**src/verilog/pss_pkg.sv**
```systemverilog
// Shared constants and carrier types for the program sequencer.
// Assumes a single 40 MHz clock and synchronous active-low reset.
package pss_pkg;
    localparam int PC_W = 11;
    localparam int PCH_W = 3;
    localparam int WORD_W = 16;
    localparam int STACK_DEPTH = 6;
    localparam int PHASES = 4;
    localparam logic [10:0] RESET_VECTOR = 11'h000;
    localparam logic [2:0] LAST_PAGE = 3'h7;
    localparam logic [1:0] PHASE_FETCH = 2'h0;
    localparam logic [1:0] PHASE_LAST = 2'h3;
    localparam logic [7:0] TBL_PTR_RESET = 8'h00;
    localparam logic [7:0] TBH_RESET = 8'h00;
    // Wishbone register map, byte addresses.
    localparam logic [3:0] REG_PC_LOW = 4'h0;
    localparam logic [3:0] REG_TBLP = 4'h4;
    localparam logic [3:0] REG_TBHP = 4'h8;
    localparam logic [3:0] REG_TABLE_HIGH = 4'hc;

    typedef enum logic [5:0] {
        PSS_OP_NONE = 6'h00,
        PSS_OP_JUMP = 6'h01,
        PSS_OP_CALL = 6'h02,
        PSS_OP_RETURN = 6'h03,
        PSS_OP_SKIP = 6'h04,
        PSS_OP_TABRD = 6'h05,
        PSS_OP_TAB_LAST = 6'h06
    } pss_op_type;

    typedef struct packed {
        logic valid;
        pss_op_type op;
        logic [10:0] target;
        logic [7:0] dest;
    } pss_cmd_type;

    typedef struct packed {
        logic we;
        logic [7:0] dest;
        logic [7:0] data;
    } pss_wr_type;
endpackage

```
**src/verilog/pss_core.sv**
```systemverilog
// Program sequencer: program counter, stack, table read and register slave.
// Assumes the decoder issues one command per instruction cycle and the
// program memory returns data the clock after the address.
//
// Local design decisions: the register offsets and the Wishbone interface to the registers.
`timescale 1ns/1ps
// Contract
// RULE1: PC steps by one per executed instruction unless branching.
// RULE2: Only PC low byte is a software read/write register.
// RULE3: PC is three high bits above an eight-bit low byte.
// RULE4: Jump, call, interrupt and reset load the target directly.
// RULE5: A taken skip discards the prefetched word as a dummy cycle.
// RULE6: Writing PC low byte jumps within the current 256-word page.
// RULE7: Each PC low byte write jump inserts one dummy cycle.
// RULE8: Stack has six PC-only levels, hidden from software.
// RULE9: Call or interrupt acknowledge pushes the PC.
// RULE10: Return instructions reload PC from the newest entry.
// RULE11: Reset leaves the stack empty.
// RULE12: Full stack holds back interrupt acknowledge, request stays flagged.
// RULE13: Held interrupt is acknowledged once a return frees a level.
// RULE14: A call still runs on a full stack.
// RULE15: Overflow loses the oldest saved PC.
// RULE16: ALU updates status flags; handled outside this block.
// RULE17: Program memory is 2K words of 16 bits.
// RULE18: Reset starts execution at address zero.
// RULE19: Both table pointers together form the table address.
// RULE20: Table read low byte to destination, high byte to table high.
// RULE21: Paged table read offsets low pointer in the high-pointer page.
// RULE22: Table high byte is read-only, changed only by table reads.
// RULE23: Every table read takes two instruction cycles.
// RULE24: Software masks interrupts around main-routine table reads.
// RULE25: Four phases per instruction cycle, PC steps at the first.
// RULE26: Jumps and calls take two instruction cycles.
// RULE27: Last-page table read uses final page with low pointer offset.
// RULE28: Popping an empty stack keeps the level at empty.
module pss_core #(
    parameter int PC_WIDTH = pss_pkg::PC_W,
    parameter int WORD_WIDTH = pss_pkg::WORD_W
) (
    input wire logic i_clk,
    input wire logic i_rst_n,
    input wire logic i_ce,
    input wire pss_pkg::pss_cmd_type i_cmd,
    input wire logic i_irq_pending,
    input wire logic [pss_pkg::PC_W-1:0] i_irq_vector,
    output logic o_irq_ack,
    output logic [pss_pkg::PC_W-1:0] o_pmem_addr,
    input wire logic [pss_pkg::WORD_W-1:0] i_pmem_data,
    output logic [pss_pkg::WORD_W-1:0] o_instr,
    output logic o_instr_valid,
    output logic [1:0] o_phase,
    output pss_pkg::pss_wr_type o_dwr,
    output logic [pss_pkg::PC_W-1:0] o_pc,
    output logic o_stack_full,
    input wire logic i_wb_cyc,
    input wire logic i_wb_stb,
    input wire logic i_wb_we,
    input wire logic [3:0] i_wb_adr,
    input wire logic [3:0] i_wb_sel,
    input wire logic [31:0] i_wb_dat,
    output logic [31:0] o_wb_dat,
    output logic o_wb_ack
);
    import pss_pkg::*;

    ////////////////////////////////////////////////////////////////////////
    // Phase generator and stack.

    logic cyc_start;
    logic push;
    logic pop;
    logic [PC_W-1:0] stk_top;
    logic stk_full;
    logic [PC_W-1:0] push_val;

    pss_phase u_phase (
        .i_clk(i_clk),
        .i_rst_n(i_rst_n),
        .i_ce(i_ce),
        .o_phase(o_phase),
        .o_cycle_start(cyc_start)
    );

    pss_stack #(.DEPTH(STACK_DEPTH)) u_stack (
        .i_clk(i_clk),
        .i_rst_n(i_rst_n), // RULE11
        .i_ce(i_ce),
        .i_push(push),
        .i_pop(pop),
        .i_data(push_val),
        .o_top(stk_top),
        .o_full(stk_full) // RULE8
    );

    ////////////////////////////////////////////////////////////////////////
    // Sequencer state.

    typedef enum logic [3:0] {
        PSS_RUN = 4'b0001,
        PSS_DUMMY = 4'b0010,
        PSS_TAB = 4'b0100,
        PSS_HALT = 4'b1000
    } pss_state_type;

    pss_state_type st_r;
    pss_state_type st_nxt;
    logic [PC_W-1:0] pc_r;
    logic [PC_W-1:0] pc_nxt;
    logic [7:0] tblp_r;
    logic [7:0] tblp_nxt;
    logic [PCH_W-1:0] tbhp_r;
    logic [PCH_W-1:0] tbhp_nxt;
    logic [7:0] tbh_r;
    logic [7:0] tbh_nxt;
    logic [PC_W-1:0] tab_addr_r;
    logic [PC_W-1:0] tab_addr_nxt;
    logic [7:0] tab_dest_r;
    logic [7:0] tab_dest_nxt;
    pss_wr_type dwr_r;
    pss_wr_type dwr_nxt;
    logic [WORD_W-1:0] instr_r;
    logic [WORD_W-1:0] instr_nxt;
    logic ivalid_r;
    logic ivalid_nxt;
    logic ack_r;
    logic ack_nxt;
    logic [31:0] rdat_r;
    logic [31:0] rdat_nxt;
    logic irq_ack;
    logic pc_low_wr;

    function automatic logic [PC_W-1:0] page_addr(input logic [PCH_W-1:0] page, input logic [7:0] off);
        page_addr = {page, off};
    endfunction

    // Bus write to PC low byte, taken once per request.
    assign pc_low_wr = i_wb_cyc && i_wb_stb && i_wb_we && !ack_r && i_wb_sel[0] && (i_wb_adr == REG_PC_LOW);

    // Interrupt acknowledged only at a cycle boundary with a free stack level.
    assign irq_ack = cyc_start && (st_r == PSS_RUN) && i_irq_pending && !stk_full; // RULE12 RULE13
    assign push = cyc_start && (st_r == PSS_RUN) && (irq_ack || (i_cmd.valid && i_cmd.op == PSS_OP_CALL)); // RULE9 RULE14
    // An interrupt taken at the same boundary drops the command, so no pop then.
    assign pop = cyc_start && (st_r == PSS_RUN) && !irq_ack && i_cmd.valid && i_cmd.op == PSS_OP_RETURN; // RULE10 RULE28
    assign push_val = pc_r;

    always_comb begin
        st_nxt = st_r;
        pc_nxt = pc_r;
        tblp_nxt = tblp_r;
        tbhp_nxt = tbhp_r;
        tbh_nxt = tbh_r;
        tab_addr_nxt = tab_addr_r;
        tab_dest_nxt = tab_dest_r;
        dwr_nxt = '0;
        instr_nxt = instr_r;
        ivalid_nxt = 1'b0;
        if (cyc_start) begin
            case (st_r)
                PSS_RUN: begin
                    instr_nxt = i_pmem_data;
                    ivalid_nxt = 1'b1;
                    pc_nxt = pc_r + 11'd1; // RULE1 RULE25
                    if (irq_ack) begin
                        pc_nxt = i_irq_vector; // RULE4
                        st_nxt = PSS_DUMMY;
                    end else if (i_cmd.valid) begin
                        case (i_cmd.op)
                            PSS_OP_JUMP, PSS_OP_CALL: begin
                                pc_nxt = i_cmd.target; // RULE4 RULE26
                                st_nxt = PSS_DUMMY;
                            end
                            PSS_OP_RETURN: begin
                                pc_nxt = stk_top; // RULE10
                                st_nxt = PSS_DUMMY;
                            end
                            PSS_OP_SKIP: begin
                                st_nxt = PSS_DUMMY; // RULE5
                            end
                            PSS_OP_TABRD: begin
                                tab_addr_nxt = page_addr(tbhp_r, tblp_r); // RULE19 RULE21
                                tab_dest_nxt = i_cmd.dest;
                                pc_nxt = pc_r;
                                st_nxt = PSS_TAB; // RULE23
                            end
                            PSS_OP_TAB_LAST: begin
                                tab_addr_nxt = page_addr(LAST_PAGE, tblp_r); // RULE27
                                tab_dest_nxt = i_cmd.dest;
                                pc_nxt = pc_r;
                                st_nxt = PSS_TAB; // RULE23
                            end
                            default: begin
                                st_nxt = PSS_RUN;
                            end
                        endcase
                    end
                end
                PSS_DUMMY: begin
                    // Prefetched word is dropped; the fetch of the new target fills the pipe.
                    pc_nxt = pc_r + 11'd1; // RULE5 RULE7
                    instr_nxt = i_pmem_data;
                    st_nxt = PSS_RUN;
                end
                PSS_TAB: begin
                    dwr_nxt.we = 1'b1; // RULE20
                    dwr_nxt.dest = tab_dest_r;
                    dwr_nxt.data = i_pmem_data[7:0];
                    tbh_nxt = i_pmem_data[15:8]; // RULE20 RULE22
                    st_nxt = PSS_RUN;
                end
                default: begin
                    st_nxt = PSS_RUN;
                end
            endcase
        end
        // The bus write comes last so that it wins over the sequencer update.
        if (pc_low_wr) begin
            pc_nxt = {pc_r[PC_W-1:8], i_wb_dat[7:0]}; // RULE6 RULE2
            st_nxt = PSS_DUMMY; // RULE7
        end
        if (i_wb_cyc && i_wb_stb && i_wb_we && !ack_r && i_wb_sel[0]) begin
            if (i_wb_adr == REG_TBLP) begin
                tblp_nxt = i_wb_dat[7:0];
            end else if (i_wb_adr == REG_TBHP) begin
                tbhp_nxt = i_wb_dat[PCH_W-1:0];
            end
        end
    end

    // Wishbone slave: one registered ack a clock after the strobe, unmapped reads return zero.
    always_comb begin
        ack_nxt = i_wb_cyc && i_wb_stb && !ack_r;
        rdat_nxt = 32'h0000_0000;
        if (i_wb_adr == REG_PC_LOW) begin
            rdat_nxt = {24'h00_0000, pc_r[7:0]}; // RULE2 RULE3
        end else if (i_wb_adr == REG_TBLP) begin
            rdat_nxt = {24'h00_0000, tblp_r};
        end else if (i_wb_adr == REG_TBHP) begin
            rdat_nxt = {29'h0000_0000, tbhp_r};
        end else if (i_wb_adr == REG_TABLE_HIGH) begin
            rdat_nxt = {24'h00_0000, tbh_r};
        end
    end

    always_ff @(posedge i_clk) begin
        if (!i_rst_n) begin
            st_r <= PSS_RUN;
            pc_r <= RESET_VECTOR; // RULE18 RULE4
            tblp_r <= TBL_PTR_RESET;
            tbhp_r <= '0;
            tbh_r <= TBH_RESET;
            tab_addr_r <= '0;
            tab_dest_r <= '0;
            dwr_r <= '0;
            instr_r <= '0;
            ivalid_r <= 1'b0;
            ack_r <= 1'b0;
            rdat_r <= '0;
        end else if (i_ce) begin
            st_r <= st_nxt;
            pc_r <= pc_nxt;
            tblp_r <= tblp_nxt;
            tbhp_r <= tbhp_nxt;
            tbh_r <= tbh_nxt;
            tab_addr_r <= tab_addr_nxt;
            tab_dest_r <= tab_dest_nxt;
            dwr_r <= dwr_nxt;
            instr_r <= instr_nxt;
            ivalid_r <= ivalid_nxt;
            ack_r <= ack_nxt;
            rdat_r <= rdat_nxt;
        end
    end

    // Program memory address: table address during table cycle, PC otherwise.
    assign o_pmem_addr = (st_r == PSS_TAB) ? tab_addr_r : pc_r; // RULE17
    assign o_instr = instr_r;
    assign o_instr_valid = ivalid_r;
    assign o_dwr = dwr_r;
    assign o_pc = pc_r;
    assign o_stack_full = stk_full;
    assign o_irq_ack = irq_ack;
    assign o_wb_ack = ack_r;
    assign o_wb_dat = rdat_r;

    ////////////////////////////////////////////////////////////////////////
    // Assertions.

    AST_RESET_PC: assert property (@(posedge i_clk) $rose(i_rst_n) |-> pc_r == RESET_VECTOR) // RULE18
        else $error("PC not at reset vector after reset");
    AST_NO_ACK_FULL: assert property (@(posedge i_clk) disable iff (!i_rst_n) stk_full |-> !o_irq_ack) // RULE12
        else $error("Interrupt acknowledged with full stack");
    // An idle command slot, flagged valid or not, must still advance the PC by one.
    AST_STEP: assert property (@(posedge i_clk) disable iff (!i_rst_n) // RULE1
        (cyc_start && st_r == PSS_RUN && !irq_ack && (!i_cmd.valid || i_cmd.op == PSS_OP_NONE) && !pc_low_wr)
        |=> pc_r == $past(pc_r) + 11'd1)
        else $error("PC did not step by one");
    AST_JUMP: assert property (@(posedge i_clk) disable iff (!i_rst_n) // RULE4
        (i_ce && cyc_start && st_r == PSS_RUN && !irq_ack && i_cmd.valid && i_cmd.op == PSS_OP_JUMP && !pc_low_wr)
        |=> pc_r == $past(i_cmd.target) && st_r == PSS_DUMMY)
        else $error("Jump target not loaded");
    AST_PC_LOW_PAGE: assert property (@(posedge i_clk) disable iff (!i_rst_n) // RULE6
        (i_ce && pc_low_wr) |=> pc_r[10:8] == $past(pc_r[10:8]) && pc_r[7:0] == $past(i_wb_dat[7:0]))
        else $error("PC low byte write left the page");
    AST_PC_LOW_DUMMY: assert property (@(posedge i_clk) disable iff (!i_rst_n) // RULE7
        (i_ce && pc_low_wr) |=> st_r == PSS_DUMMY)
        else $error("No dummy cycle after PC low byte write");
    AST_RETURN: assert property (@(posedge i_clk) disable iff (!i_rst_n) // RULE10
        (i_ce && pop && !pc_low_wr) |=> pc_r == $past(stk_top))
        else $error("Return did not restore PC");
    AST_TAB_WRITE: assert property (@(posedge i_clk) disable iff (!i_rst_n) // RULE20
        (i_ce && cyc_start && st_r == PSS_TAB && !pc_low_wr) |=> dwr_r.we && tbh_r == $past(i_pmem_data[15:8]))
        else $error("Table read result not written");
    AST_TBH_STABLE: assert property (@(posedge i_clk) disable iff (!i_rst_n) // RULE22
        !(st_r == PSS_TAB && cyc_start) |=> $stable(tbh_r))
        else $error("Table high byte changed outside table read");
    AST_TABL_ADDR: assert property (@(posedge i_clk) disable iff (!i_rst_n) // RULE27
        (i_ce && cyc_start && st_r == PSS_RUN && !irq_ack && i_cmd.valid && i_cmd.op == PSS_OP_TAB_LAST)
        |=> tab_addr_r == {LAST_PAGE, $past(tblp_r)})
        else $error("Last-page table address wrong");
    // A discarded slot issues nothing and hands back to normal fetch after one cycle.
    AST_DUMMY_ONE: assert property (@(posedge i_clk) disable iff (!i_rst_n) // RULE5
        (cyc_start && st_r == PSS_DUMMY && !pc_low_wr) |=> st_r == PSS_RUN && !o_instr_valid)
        else $error("Dummy cycle not single or issued an instruction");
    AST_TAB_END: assert property (@(posedge i_clk) disable iff (!i_rst_n) // RULE23
        (cyc_start && st_r == PSS_TAB && !pc_low_wr) |=> st_r == PSS_RUN && !o_instr_valid)
        else $error("Table read did not end after its second cycle");
    // A call on a full stack still branches, stays full and keeps its return address.
    AST_CALL_FULL: assert property (@(posedge i_clk) disable iff (!i_rst_n) // RULE14
        (cyc_start && st_r == PSS_RUN && !irq_ack && i_cmd.valid && i_cmd.op == PSS_OP_CALL
        && stk_full && !pc_low_wr)
        |=> pc_r == $past(i_cmd.target) && stk_full && stk_top == $past(pc_r))
        else $error("Call on full stack mishandled");
    COV_CALL: cover property (@(posedge i_clk) disable iff (!i_rst_n) push && !irq_ack);
    COV_IRQ_HELD: cover property (@(posedge i_clk) disable iff (!i_rst_n) i_irq_pending && stk_full && cyc_start);
    COV_TAB: cover property (@(posedge i_clk) disable iff (!i_rst_n) dwr_r.we);
    COV_PC_LOW: cover property (@(posedge i_clk) disable iff (!i_rst_n) pc_low_wr);
    COV_IRQ_LATE: cover property (@(posedge i_clk) disable iff (!i_rst_n) pop ##[4:8] o_irq_ack);
endmodule

```
**src/verilog/pss_phase.sv**
```systemverilog
// Four-phase instruction cycle generator.
// Assumes the core clock enable freezes it.
`timescale 1ns/1ps
module pss_phase (
    input wire logic i_clk,
    input wire logic i_rst_n,
    input wire logic i_ce,
    output logic [1:0] o_phase,
    output logic o_cycle_start
);
    import pss_pkg::*;
    logic [1:0] phase_r;
    logic [1:0] phase_nxt;
    always_comb begin
        phase_nxt = phase_r + 2'd1;
    end
    always_ff @(posedge i_clk) begin
        if (!i_rst_n) begin
            phase_r <= PHASE_FETCH;
        end else if (i_ce) begin
            phase_r <= phase_nxt;
        end
    end
    assign o_phase = phase_r;
    assign o_cycle_start = (phase_r == PHASE_LAST) && i_ce;
endmodule

```
**src/verilog/pss_stack.sv**
```systemverilog
// Six-level return-address stack, shifting, oldest entry lost on overflow.
// Assumes push and pop are exclusive one-cycle pulses.
`timescale 1ns/1ps
module pss_stack #(
    parameter int DEPTH = pss_pkg::STACK_DEPTH
) (
    input wire logic i_clk,
    input wire logic i_rst_n,
    input wire logic i_ce,
    input wire logic i_push,
    input wire logic i_pop,
    input wire logic [pss_pkg::PC_W-1:0] i_data,
    output logic [pss_pkg::PC_W-1:0] o_top,
    output logic o_full
);
    import pss_pkg::*;
    logic [PC_W-1:0] mem_r [DEPTH];
    logic [PC_W-1:0] mem_nxt [DEPTH];
    logic [3:0] lvl_r;
    logic [3:0] lvl_nxt;
    always_comb begin
        lvl_nxt = lvl_r;
        for (int i = 0; i < DEPTH; i++) begin
            mem_nxt[i] = mem_r[i];
        end
        if (i_push) begin
            // Entry 0 is newest; shifting drops the oldest.
            for (int i = DEPTH - 1; i > 0; i--) begin
                mem_nxt[i] = mem_r[i-1]; // RULE15
            end
            mem_nxt[0] = i_data;
            if (lvl_r != 4'(DEPTH)) begin
                lvl_nxt = lvl_r + 4'd1;
            end
        end else if (i_pop) begin
            for (int i = 0; i < DEPTH - 1; i++) begin
                mem_nxt[i] = mem_r[i+1];
            end
            if (lvl_r != 4'd0) begin
                lvl_nxt = lvl_r - 4'd1;
            end
        end
    end
    always_ff @(posedge i_clk) begin
        if (!i_rst_n) begin
            lvl_r <= 4'd0;
            for (int i = 0; i < DEPTH; i++) begin
                mem_r[i] <= '0;
            end
        end else if (i_ce) begin
            lvl_r <= lvl_nxt;
            for (int i = 0; i < DEPTH; i++) begin
                mem_r[i] <= mem_nxt[i];
            end
        end
    end
    assign o_top = mem_r[0];
    assign o_full = (lvl_r == 4'(DEPTH)); // RULE8
endmodule

```
**config.mk**
```make
export PLATFORM = sky130hd
export DESIGN_NAME = pss_core
export DESIGN_NICKNAME = d
export VERILOG_FILES = /design/src/verilog/pss_pkg.sv /design/src/verilog/pss_core.sv /design/src/verilog/pss_phase.sv /design/src/verilog/pss_stack.sv
export SDC_FILE = /design/constraint.sdc
export NUM_CORES = 1
export LEC_CHECK = 0
export ABC_AREA = 1
export BUFFER_PORTS_ARGS = -buffer_cell sky130_fd_sc_hd__buf_4
export CAP_MARGIN = 15
export CORE_ASPECT_RATIO = 1.1
export CORE_MARGIN = 2
export CORE_UTILIZATION = 25
export DETAILED_ROUTE_END_ITERATION = 7
export MAX_ROUTING_LAYER = met4
export PLACE_DENSITY = 0.5
export SYNTH_ARGS = -nofsm -noshare
export SYNTH_HDL_FRONTEND = slang
export SYNTH_SLANG_ARGS = --single-unit
```
**constraint.sdc**
```tcl
create_clock -name i_clk -period 6 [get_ports i_clk]
set_clock_uncertainty 0.2 [all_clocks]
set_input_delay 0.3 -clock i_clk [delete_from_list [all_inputs] [get_ports i_clk]]
set_output_delay 0.3 -clock i_clk [all_outputs]
set_load 0.02 [all_outputs]
```
==> run metrics, run 1 <==
# diodes 0; Synth top area share 24.9%; antenna violations before repair 0; Seq/Total Area, Yosys 49.3%; largest net degree at the start of global routing 71; Port Buf Inserts 141; Hold Path Class in -> reg; worst path required time 6130 ps; final antenna-violating net count 0; non-filler cells, final 1626; starting density of the core 25.3%; drt first pass iters 5; final hold violations 0; die height 193 um; CTS clk-pin slew, worst paths 70 ps; status finished clean; die width 176 um; via count 7257; synthesized cell area 8120 um^2; FILL cells 3457; # clock sinks 167; final RePlAce weighted congestion 0.830; adder-cell share of the synthesized area 0.617%; area grow syn2layout 27.2%; Leakage Power 0.00423 uW; ranking of synthesized cells by area dfxtp_1, edfxtp_1, nand2_1; first-pass GRT wire length 38600 um; period utilization 55.4%; Core Util, Final 32.2%; clock buffer count from CTS 17; drt wl/cell 15.5 um; setup bufs post-CTS 0; layout cells sized above 1 17.3%; xor/xnor share of the synthesized area 0.755%; Post-synth top flop dfxtp_1; die area 33900 um^2; Startpoint Class register; placed inst area 9410 um^2; Setup Viol. Count Final 0; Slew Limit Headroom 43.4%; Worst-Margin Slew 848 ps; Synth Area in Compound Gates 18.4%; vias per inst 4.46; Yosys top cell by area dfxtp_1; initial drt markers 605; Crit Path Class reg -> reg; DR DRC count 0; number of instances in the placed design 1560; fin nets 1291; number of synthesized flops with an enable pin 66; Slew Viols, Final 0; # hold bufs at CTS 34; Synth cell types 44; vias in the first global route 6821; Power Density 246 nW/um^2; clk_lat worst skew 440 ps; Global Route Usage Sum 15.2%; root buf cell clkbuf_16; post-cts sizing count 0; dpl hpwl 17900 um; yosys warns 0; CTS tree built; post-route cell area 10300 um^2; Fmax achieved 0.301 GHz; clk buf depth 2; Tot Pwr 2540 uW; row count 69; Post-Route WL 25200 um; largest family of logic cells by synthesized area simple AND/OR/NAND/NOR gates; grt total ovfl 0; RSZ-0062 raised after global routing false; Boundary Pins 193; mux cell area share after synthesis 0%; MaxCap Viol Count 0; cell count after synthesis 1040; core area 32100 um^2; syn_area_per_cell 7.81 um^2; post-synthesis register bit count 167; Worst Setup End Kind register; CP arrival 3450 ps; Final min period 3320 ps; H-tree depth 4; Synth async-reset ratio 0%; Peak supply drop 0.159 mV; CP max FO 69; post-synthesis simple-gate area fraction 20.7%; setup TNS 0 ps
## stage by stage
stage	hold WS (ps)	setup WS (ps)
finish	44.1	2680
global route	63.1	2370
detailed placement	236	2580
CTS	29.8	2650
global placement	233	2610
floorplan	223	2400
## cell type report
cell class	instances	area (um^2)	share of cell area (%)
sequential	167	4000	38.8
timing repair buffer	183	1460	14.1
tap	426	533	5.16
clock inverter	14	145	1.41
inverter	99	377	3.65
clock buffer	18	429	4.16
multi-input combinational	719	3380	32.7
## power by group
part / internal (uW) / switching [uW] / total (uW)
sequential: 1210 / 16.5 / 1230
combinational: 84.7 / 135 / 219
clock: 556 / 538 / 1090
total: 1850 / 689 / 2540
## final timing paths
kind,slack (ps),from,depth (start not counted),end
worst min-delay path,40,i_wb_adr[3],4,o_wb_dat[3]
worst min register to register,240,tab_addr_r[8],2,tab_addr_r[8]
worst max-delay path,2680,u_phase.o_phase[0],15,u_stack.lvl_r[3]
worst max register to register,2680,u_phase.o_phase[0],15,u_stack.lvl_r[3]
## cells by family (layout without fill, tap and decap cells)
logic type                 after synthesis  after routing
other                                    1             24
and+or+nand+nor                        398            398
DFF                                    167            167
xor gates and xnor gates                 7              7
buffers and inverters                  177            314
AOI/OAI and AO/OA                      286            286
adders and majority gates                4              4
## routing by layer
metal,wire [um],GRT usage (%)
met5,0,-
met4,422,4.42
met3,1560,3.37
met2,11900,24.4
met1,11300,19.3
## critical path, stage by stage, from the launching register on
cell and delay, ps:
dfxtp_1 370, ha_1 160, nand2_1 170, nor2_8 220
nand2_8 130, nand2_4 530, inv_2 40, buf_4 290
ha_1 400, inv_1 70, o311ai_0 280, nand2_1 90
inv_1 80, nand3_1 70, nand2_1 60, nor2_1 50
## registers in the layout, summed over array words and instances, names as in the netlist
signal / count
o_pc: 11
u_stack.mem_r: 66
o_dwr: 17
o_instr: 16
st_r: 3
tab_addr_r: 11
u_stack.lvl_r: 4
tbhp_r: 3
o_wb_dat: 8
tab_dest_r: 8
o_wb_ack: 1
tbh_r: 8
o_instr_valid: 1
tblp_r: 8
u_phase.o_phase: 2
## synth_stat cells (2+ instances only)
library cell,n
dfxtp_1,101
a41oi_1,5
nor2_2,3
a21oi_1,123
buf_6,3
o21ai_1,2
nand4_1,2
buf_2,15
ha_1,4
nand3b_1,3
edfxtp_1,66
buf_4,30
nor2_1,135
o21ai_2,3
nand2_1,208
o21bai_1,3
nand2_4,2
nor3_1,5
clkbuf_1,29
inv_2,6
a211oi_1,3
inv_1,91
nand3_1,29
xor2_1,6
nand3_4,2
o21ai_0,143
## layout by cell type, fill, tap and decap left out, types with 6 or more instances in the layout
cell type      synthesis  routed
clkbuf_16              0      17
inv_6                  1       6
dfxtp_1              101     101
nor2_1               135     135
a21oi_1              123     123
dlygate4sd3_1          0      34
buf_4                 30     149
nand2_1              208     208
inv_1                 91      91
o21ai_0              143     143
xor2_1                 6       6
conb_1                 1      24
inv_2                  6       6
edfxtp_1              66      66
nand3_1               29      28
Note: power is estimated with default switching activity, not from simulation.
==> run 2, diff against run 1 <==
Clock period 6 ns to 3.1 ns, I/O delays scaled along.
==> run metrics, run 2 (synthesis gave the netlist of run 1 again) <==
grt total ovfl 0; setup bufs post-CTS 0; worst hold stages 5; part of the power in the clock network 43.5%; CTS tree built; largest net degree at the start of global routing 66; # diodes 0; Worst-Margin Slew 831 ps; vias in the first global route 6930; final hold violations 0; setup slack at placement 605 ps; row count 69; Fmax achieved 0.395 GHz; Comb pwr share 9.0%; setup TNS 0 ps; first-pass GRT wire length 39300 um; core area 32100 um^2; drt first pass iters 7; Biggest register u_stack.mem_r; clk buf depth 2; sw frac 27.0%; Reg power frac 47.6%; die area 33900 um^2; final worst slack 568 ps; final antenna-violating net count 0; Boundary Pins 193; R2R cell count 14; status finished clean; starting density of the core 25.3%; # clock sinks 167; number of instances in the placed design 1565; max reg flops 66; initial drt markers 473; worst r2r dst u_stack.lvl_r[3]; vias per inst 4.44; Slew Viols, Final 0; # hold bufs at CTS 50; Crit Reg-Reg Startpoint u_phase.o_phase[0]; CP arrival 2660 ps; die height 193 um; period utilization 81.7%; commonest cells after routing, fill and taps aside nand2_1, buf_4, o21ai_0; fin nets 1312; Leakage Power 0.00435 uW; clk_lat worst skew 440 ps; Global Route Usage Sum 15.5%; die width 176 um; CP max FO 21; non-filler cells, final 1647; Power Density 474 nW/um^2; dpl hpwl 18100 um; root buf cell clkbuf_16; layout cells sized above 1 17.4%; Hold Path Class in -> reg; Worst Setup End Kind register; Port Buf Inserts 141; Slew Limit Headroom 44.5%; worst path required time 3220 ps; H-tree depth 4; drt wl/cell 15.4 um; Setup crit end u_stack.lvl_r[3]; Crit Path Class in -> reg; final RePlAce weighted congestion 0.844; antenna violations before repair 0; Final min period 2530 ps; RSZ-0062 raised after global routing false; clock buffer count from CTS 17; via count 7318; area grow syn2layout 30.1%; MaxCap Viol Count 0; Startpoint Class primary input; Internal 3660 uW; commonest non-fill, non-tap cell in the layout nand2_1; post-cts sizing count 0; Setup Viol. Count Final 0; DR DRC count 0; crit path launch i_ce; Post-Route WL 25400 um; Peak supply drop 0.259 mV; net switching power 1350 uW; CTS clk-pin slew, worst paths 70 ps; reg2reg setup slack 590 ps
## run 2: final cells by class
type | instances | area [um^2]
Fill cell | 3481 | 21600
Sequential cell | 167 | 4000
Multi-Input combinational cell | 719 | 3380
Timing Repair Buffer | 204 | 1670
Tap cell | 426 | 533
Clock buffer | 17 | 425
Inverter | 99 | 377
Clock inverter | 15 | 173
## run 2: how the worst min path moves through the flow
stage,from,endpoint
detailed placement,i_wb_dat[6],tblp_r[6]
global placement,i_wb_dat[6],tblp_r[6]
global route,i_irq_vector[3],o_pc[3]
CTS,i_irq_vector[3],o_pc[3]
finish,i_irq_vector[3],o_pc[3]
floorplan,i_wb_dat[0],tblp_r[0]
## run 2: power groups by stage
stage	logic, uW	clock network (uW)	registers [uW]
finish	448	2180	2380
global route	493	2320	2390
CTS	451	2220	2380
detailed placement	399	0	2430
global placement	398	0	2430
floorplan	221	0	2440
## run 2: per-layer routing
layer | global-route usage (%) | wire length (um) | vias up
li1 | - | - | 3710
met4 | 4.35 | 352 | 0
met1 | 19.9 | 11600 | 3411
met5 | - | 0 | -
met3 | 2.94 | 1270 | 19
met2 | 25.0 | 12200 | 178
## run 2: worst max-delay path, stage by stage
cell	delay (ps)
dlygate4sd3_1	530
buf_4	240
nand2_1	220
nor2_8	220
nand2_8	120
nand2_4	120
inv_2	60
ha_1	310
inv_1	70
o311ai_0	270
nand2_1	90
inv_1	80
nand3_1	70
nand2_1	60
nor2_1	40
## run 2: per-stage QoR
step                hold WS, ps  area (um^2)  util (%)  power (uW)
floorplan                  89.9         8210         -        2660
global placement            197         9460      29.5        2830
detailed placement          204         9460      29.5        2830
CTS                        8.32        10600      32.9        5050
global route               62.7        10600      32.9        5200
finish                     26.9        10600      32.9        5010
==> run 3, diff against run 2 <==
Settings changed: ABC_AREA 1 to 0.
Clock period 3.1 ns to 2.6 ns, I/O delays scaled along.
==> run metrics, run 3 <==
reg2reg setup slack 160 ps; Yosys top cell by area dfxtp_1; Worst Setup End Kind register; drt first pass iters 5; Port Buf Inserts 141; Comb pwr share 9.0%; fin nets 1211; antenna violations before repair 2; cell count after synthesis 929; via count 7330; Slew Viols, Final 0; Synth top area share 24.8%; final hold violations 0; top-count cell post-synth nand2_1; RSZ-0062 raised after global routing false; setup bufs post-CTS 0; Slew Limit Headroom 52.4%; CP max-delay cell or4_1; hold_sp i_irq_vector[2]; commonest cells after routing, fill and taps aside nand2_1, buf_4, a21oi_1; post-synthesis register bit count 167; final RePlAce weighted congestion 0.850; setup TNS 0 ps; commonest non-fill, non-tap cell in the layout nand2_1; area grow syn2layout 32.7%; status finished clean; row count 69; DR DRC count 0; CTS tree built; vias in the first global route 6945; sw frac 26.5%; Final min period 2440 ps; max reg flops 66; Post-synth top flop dfxtp_1; WP buf/inv 1; crit-path cells ha_4 -> and3b_1 -> and2_1 -> and2_4 -> inv_2 -> ha_4 -> a311oi_1 -> or4_1 -> a21oi_1; worst r2r dst u_stack.lvl_r[3]; period utilization 93.9%; Peak supply drop 0.433 mV; CP arrival 2600 ps; R2R cell count 9; Reg power frac 48.0%; clk buf depth 2; Startpoint Class register; Seq/Total Area, Yosys 49.1%; layout cells sized above 1 22.8%; Setup Viol. Count Final 0; Synth cell types 65; clk_lat worst skew 430 ps; die area 34100 um^2; first-pass GRT wire length 40100 um; Worst path max stage delay 480 ps; Post-Route WL 25900 um; CTS clk-pin slew, worst paths 70 ps; Hold Path Class in -> reg; number of synthesized flops with an enable pin 66; clock buffer count from CTS 17; CP max FO 6; largest net degree at the start of global routing 56; H-tree depth 4; MaxCap Viol Count 0; Internal 4330 uW; vias per inst 4.74; Hold Crit Endpoint o_pc[2]; Worst-Margin Slew 713 ps; part of the power in the clock network 43.0%; Power Density 544 nW/um^2; Fmax achieved 0.410 GHz; most frequent cell on the critical path ha_4; Tot Pwr 5890 uW; synthesized cell area 8160 um^2; starting density of the core 25.3%; Global Route Usage Sum 15.4%; Crit path max-delay family simple AND/OR/NAND/NOR gates; dpl hpwl 17900 um; top cells by instance count after synthesis nand2_1, a21oi_1, dfxtp_1; initial drt markers 419; grt total ovfl 0; final antenna-violating net count 0; die height 193 um; ranking of synthesized cells by area dfxtp_1, edfxtp_1, nand2_1; die width 176 um; Boundary Pins 193; yosys warns 0; net switching power 1560 uW; # clock sinks 167; worst hold stages 4; Leakage Power 0.00421 uW; root buf cell clkbuf_16; Synth async-reset ratio 0%; Biggest register u_stack.mem_r; Crit Path Class reg -> reg; core area 32200 um^2; syn_area_per_cell 8.78 um^2; Crit Reg-Reg Startpoint u_phase.o_phase[0]; drt wl/cell 16.7 um; worst path required time 2760 ps
run 3: layout make-up:
| type | count | area [um^2] |
|---|---|---|
| clock inverters | 14 | 145 |
| fillers | 3333 | 21400 |
| repair buffers | 230 | 1890 |
| diodes | 2 | 5.00 |
| well taps | 426 | 533 |
| flip-flops and latches | 167 | 4010 |
| clock buffers | 18 | 439 |
| inverters | 4 | 15.0 |
| multi-input cells | 687 | 3790 |
run 3: metrics by stage:
stage / std cells / area (um^2) / worst slack [ps] / hold slack [ps] / util [%]
floorplan: 952 / 8290 / 3.18 / 49.0 / -
detailed placement: 1469 / 9790 / 162 / 168 / 30.4
CTS: 1546 / 10800 / 144 / 5.75 / 33.6
finish: 1548 / 10800 / 160 / 24.2 / 33.6
global route: 1548 / 10800 / 2.23 / 41.4 / 33.6
global placement: 1469 / 9790 / 178 / 166 / 30.4
run 3: power by group through the flow:
| stage | Clock, uW | Sequential (uW) | Combinational, uW |
|---|---|---|---|
| after floorplan | 0 | 2890 | 264 |
| after global routing | 2680 | 2840 | 572 |
| after CTS | 2600 | 2830 | 531 |
| final | 2530 | 2830 | 528 |
| after detailed placement | 0 | 2890 | 475 |
| after global placement | 0 | 2880 | 473 |
run 3: cells by family after synthesis:
family | after synthesis | share of synthesized area (%)
muxes | 43 | 5.60
other | 1 | 0.0460
and+or+nand+nor | 390 | 21.7
DFF | 167 | 49.1
adders and majority gates | 4 | 0.613
AOI/OAI and AO/OA | 216 | 15.9
xor gates and xnor gates | 10 | 1.07
buffers and inverters | 98 | 6.03
run 3: how the worst max path moves through the flow:
stage	cells after the start	slack, ps	end	from
after floorplan	11	3	u_stack.lvl_r[3]	u_phase.o_phase[0]
after global placement	9	180	u_stack.lvl_r[3]	u_phase.o_phase[0]
after detailed placement	9	160	u_stack.lvl_r[3]	u_phase.o_phase[0]
after CTS	9	140	u_stack.lvl_r[3]	u_phase.o_phase[0]
after global routing	8	2	u_stack.mem_r[0][1]	u_phase.o_phase[0]
final	9	160	u_stack.lvl_r[3]	u_phase.o_phase[0]
run 3: metal layers:
metal / track usage, % / part of all wire [%] / up-vias
li1: - / - / 3569
met1: 20.3 / 46 / 3508
met2: 23.4 / 46 / 228
met3: 3.50 / 6.1 / 25
met4: 4.84 / 1.8 / 0
met5: - / 0 / -
run 3: what timing repair did:
action	4_1_cts	5_1_grt
resized for setup	0	0
hold buffers	45	0
hold endpoints to repair	74	0
run 3: worst reg2reg max path, stage by stage (launching register included):
cell and delay (ps):
dfxtp_4 370, ha_4 200, and3b_1 180, and2_1 210, and2_4 180, inv_2 40, ha_4 270, a311oi_1 110
or4_1 480, a21oi_1 140
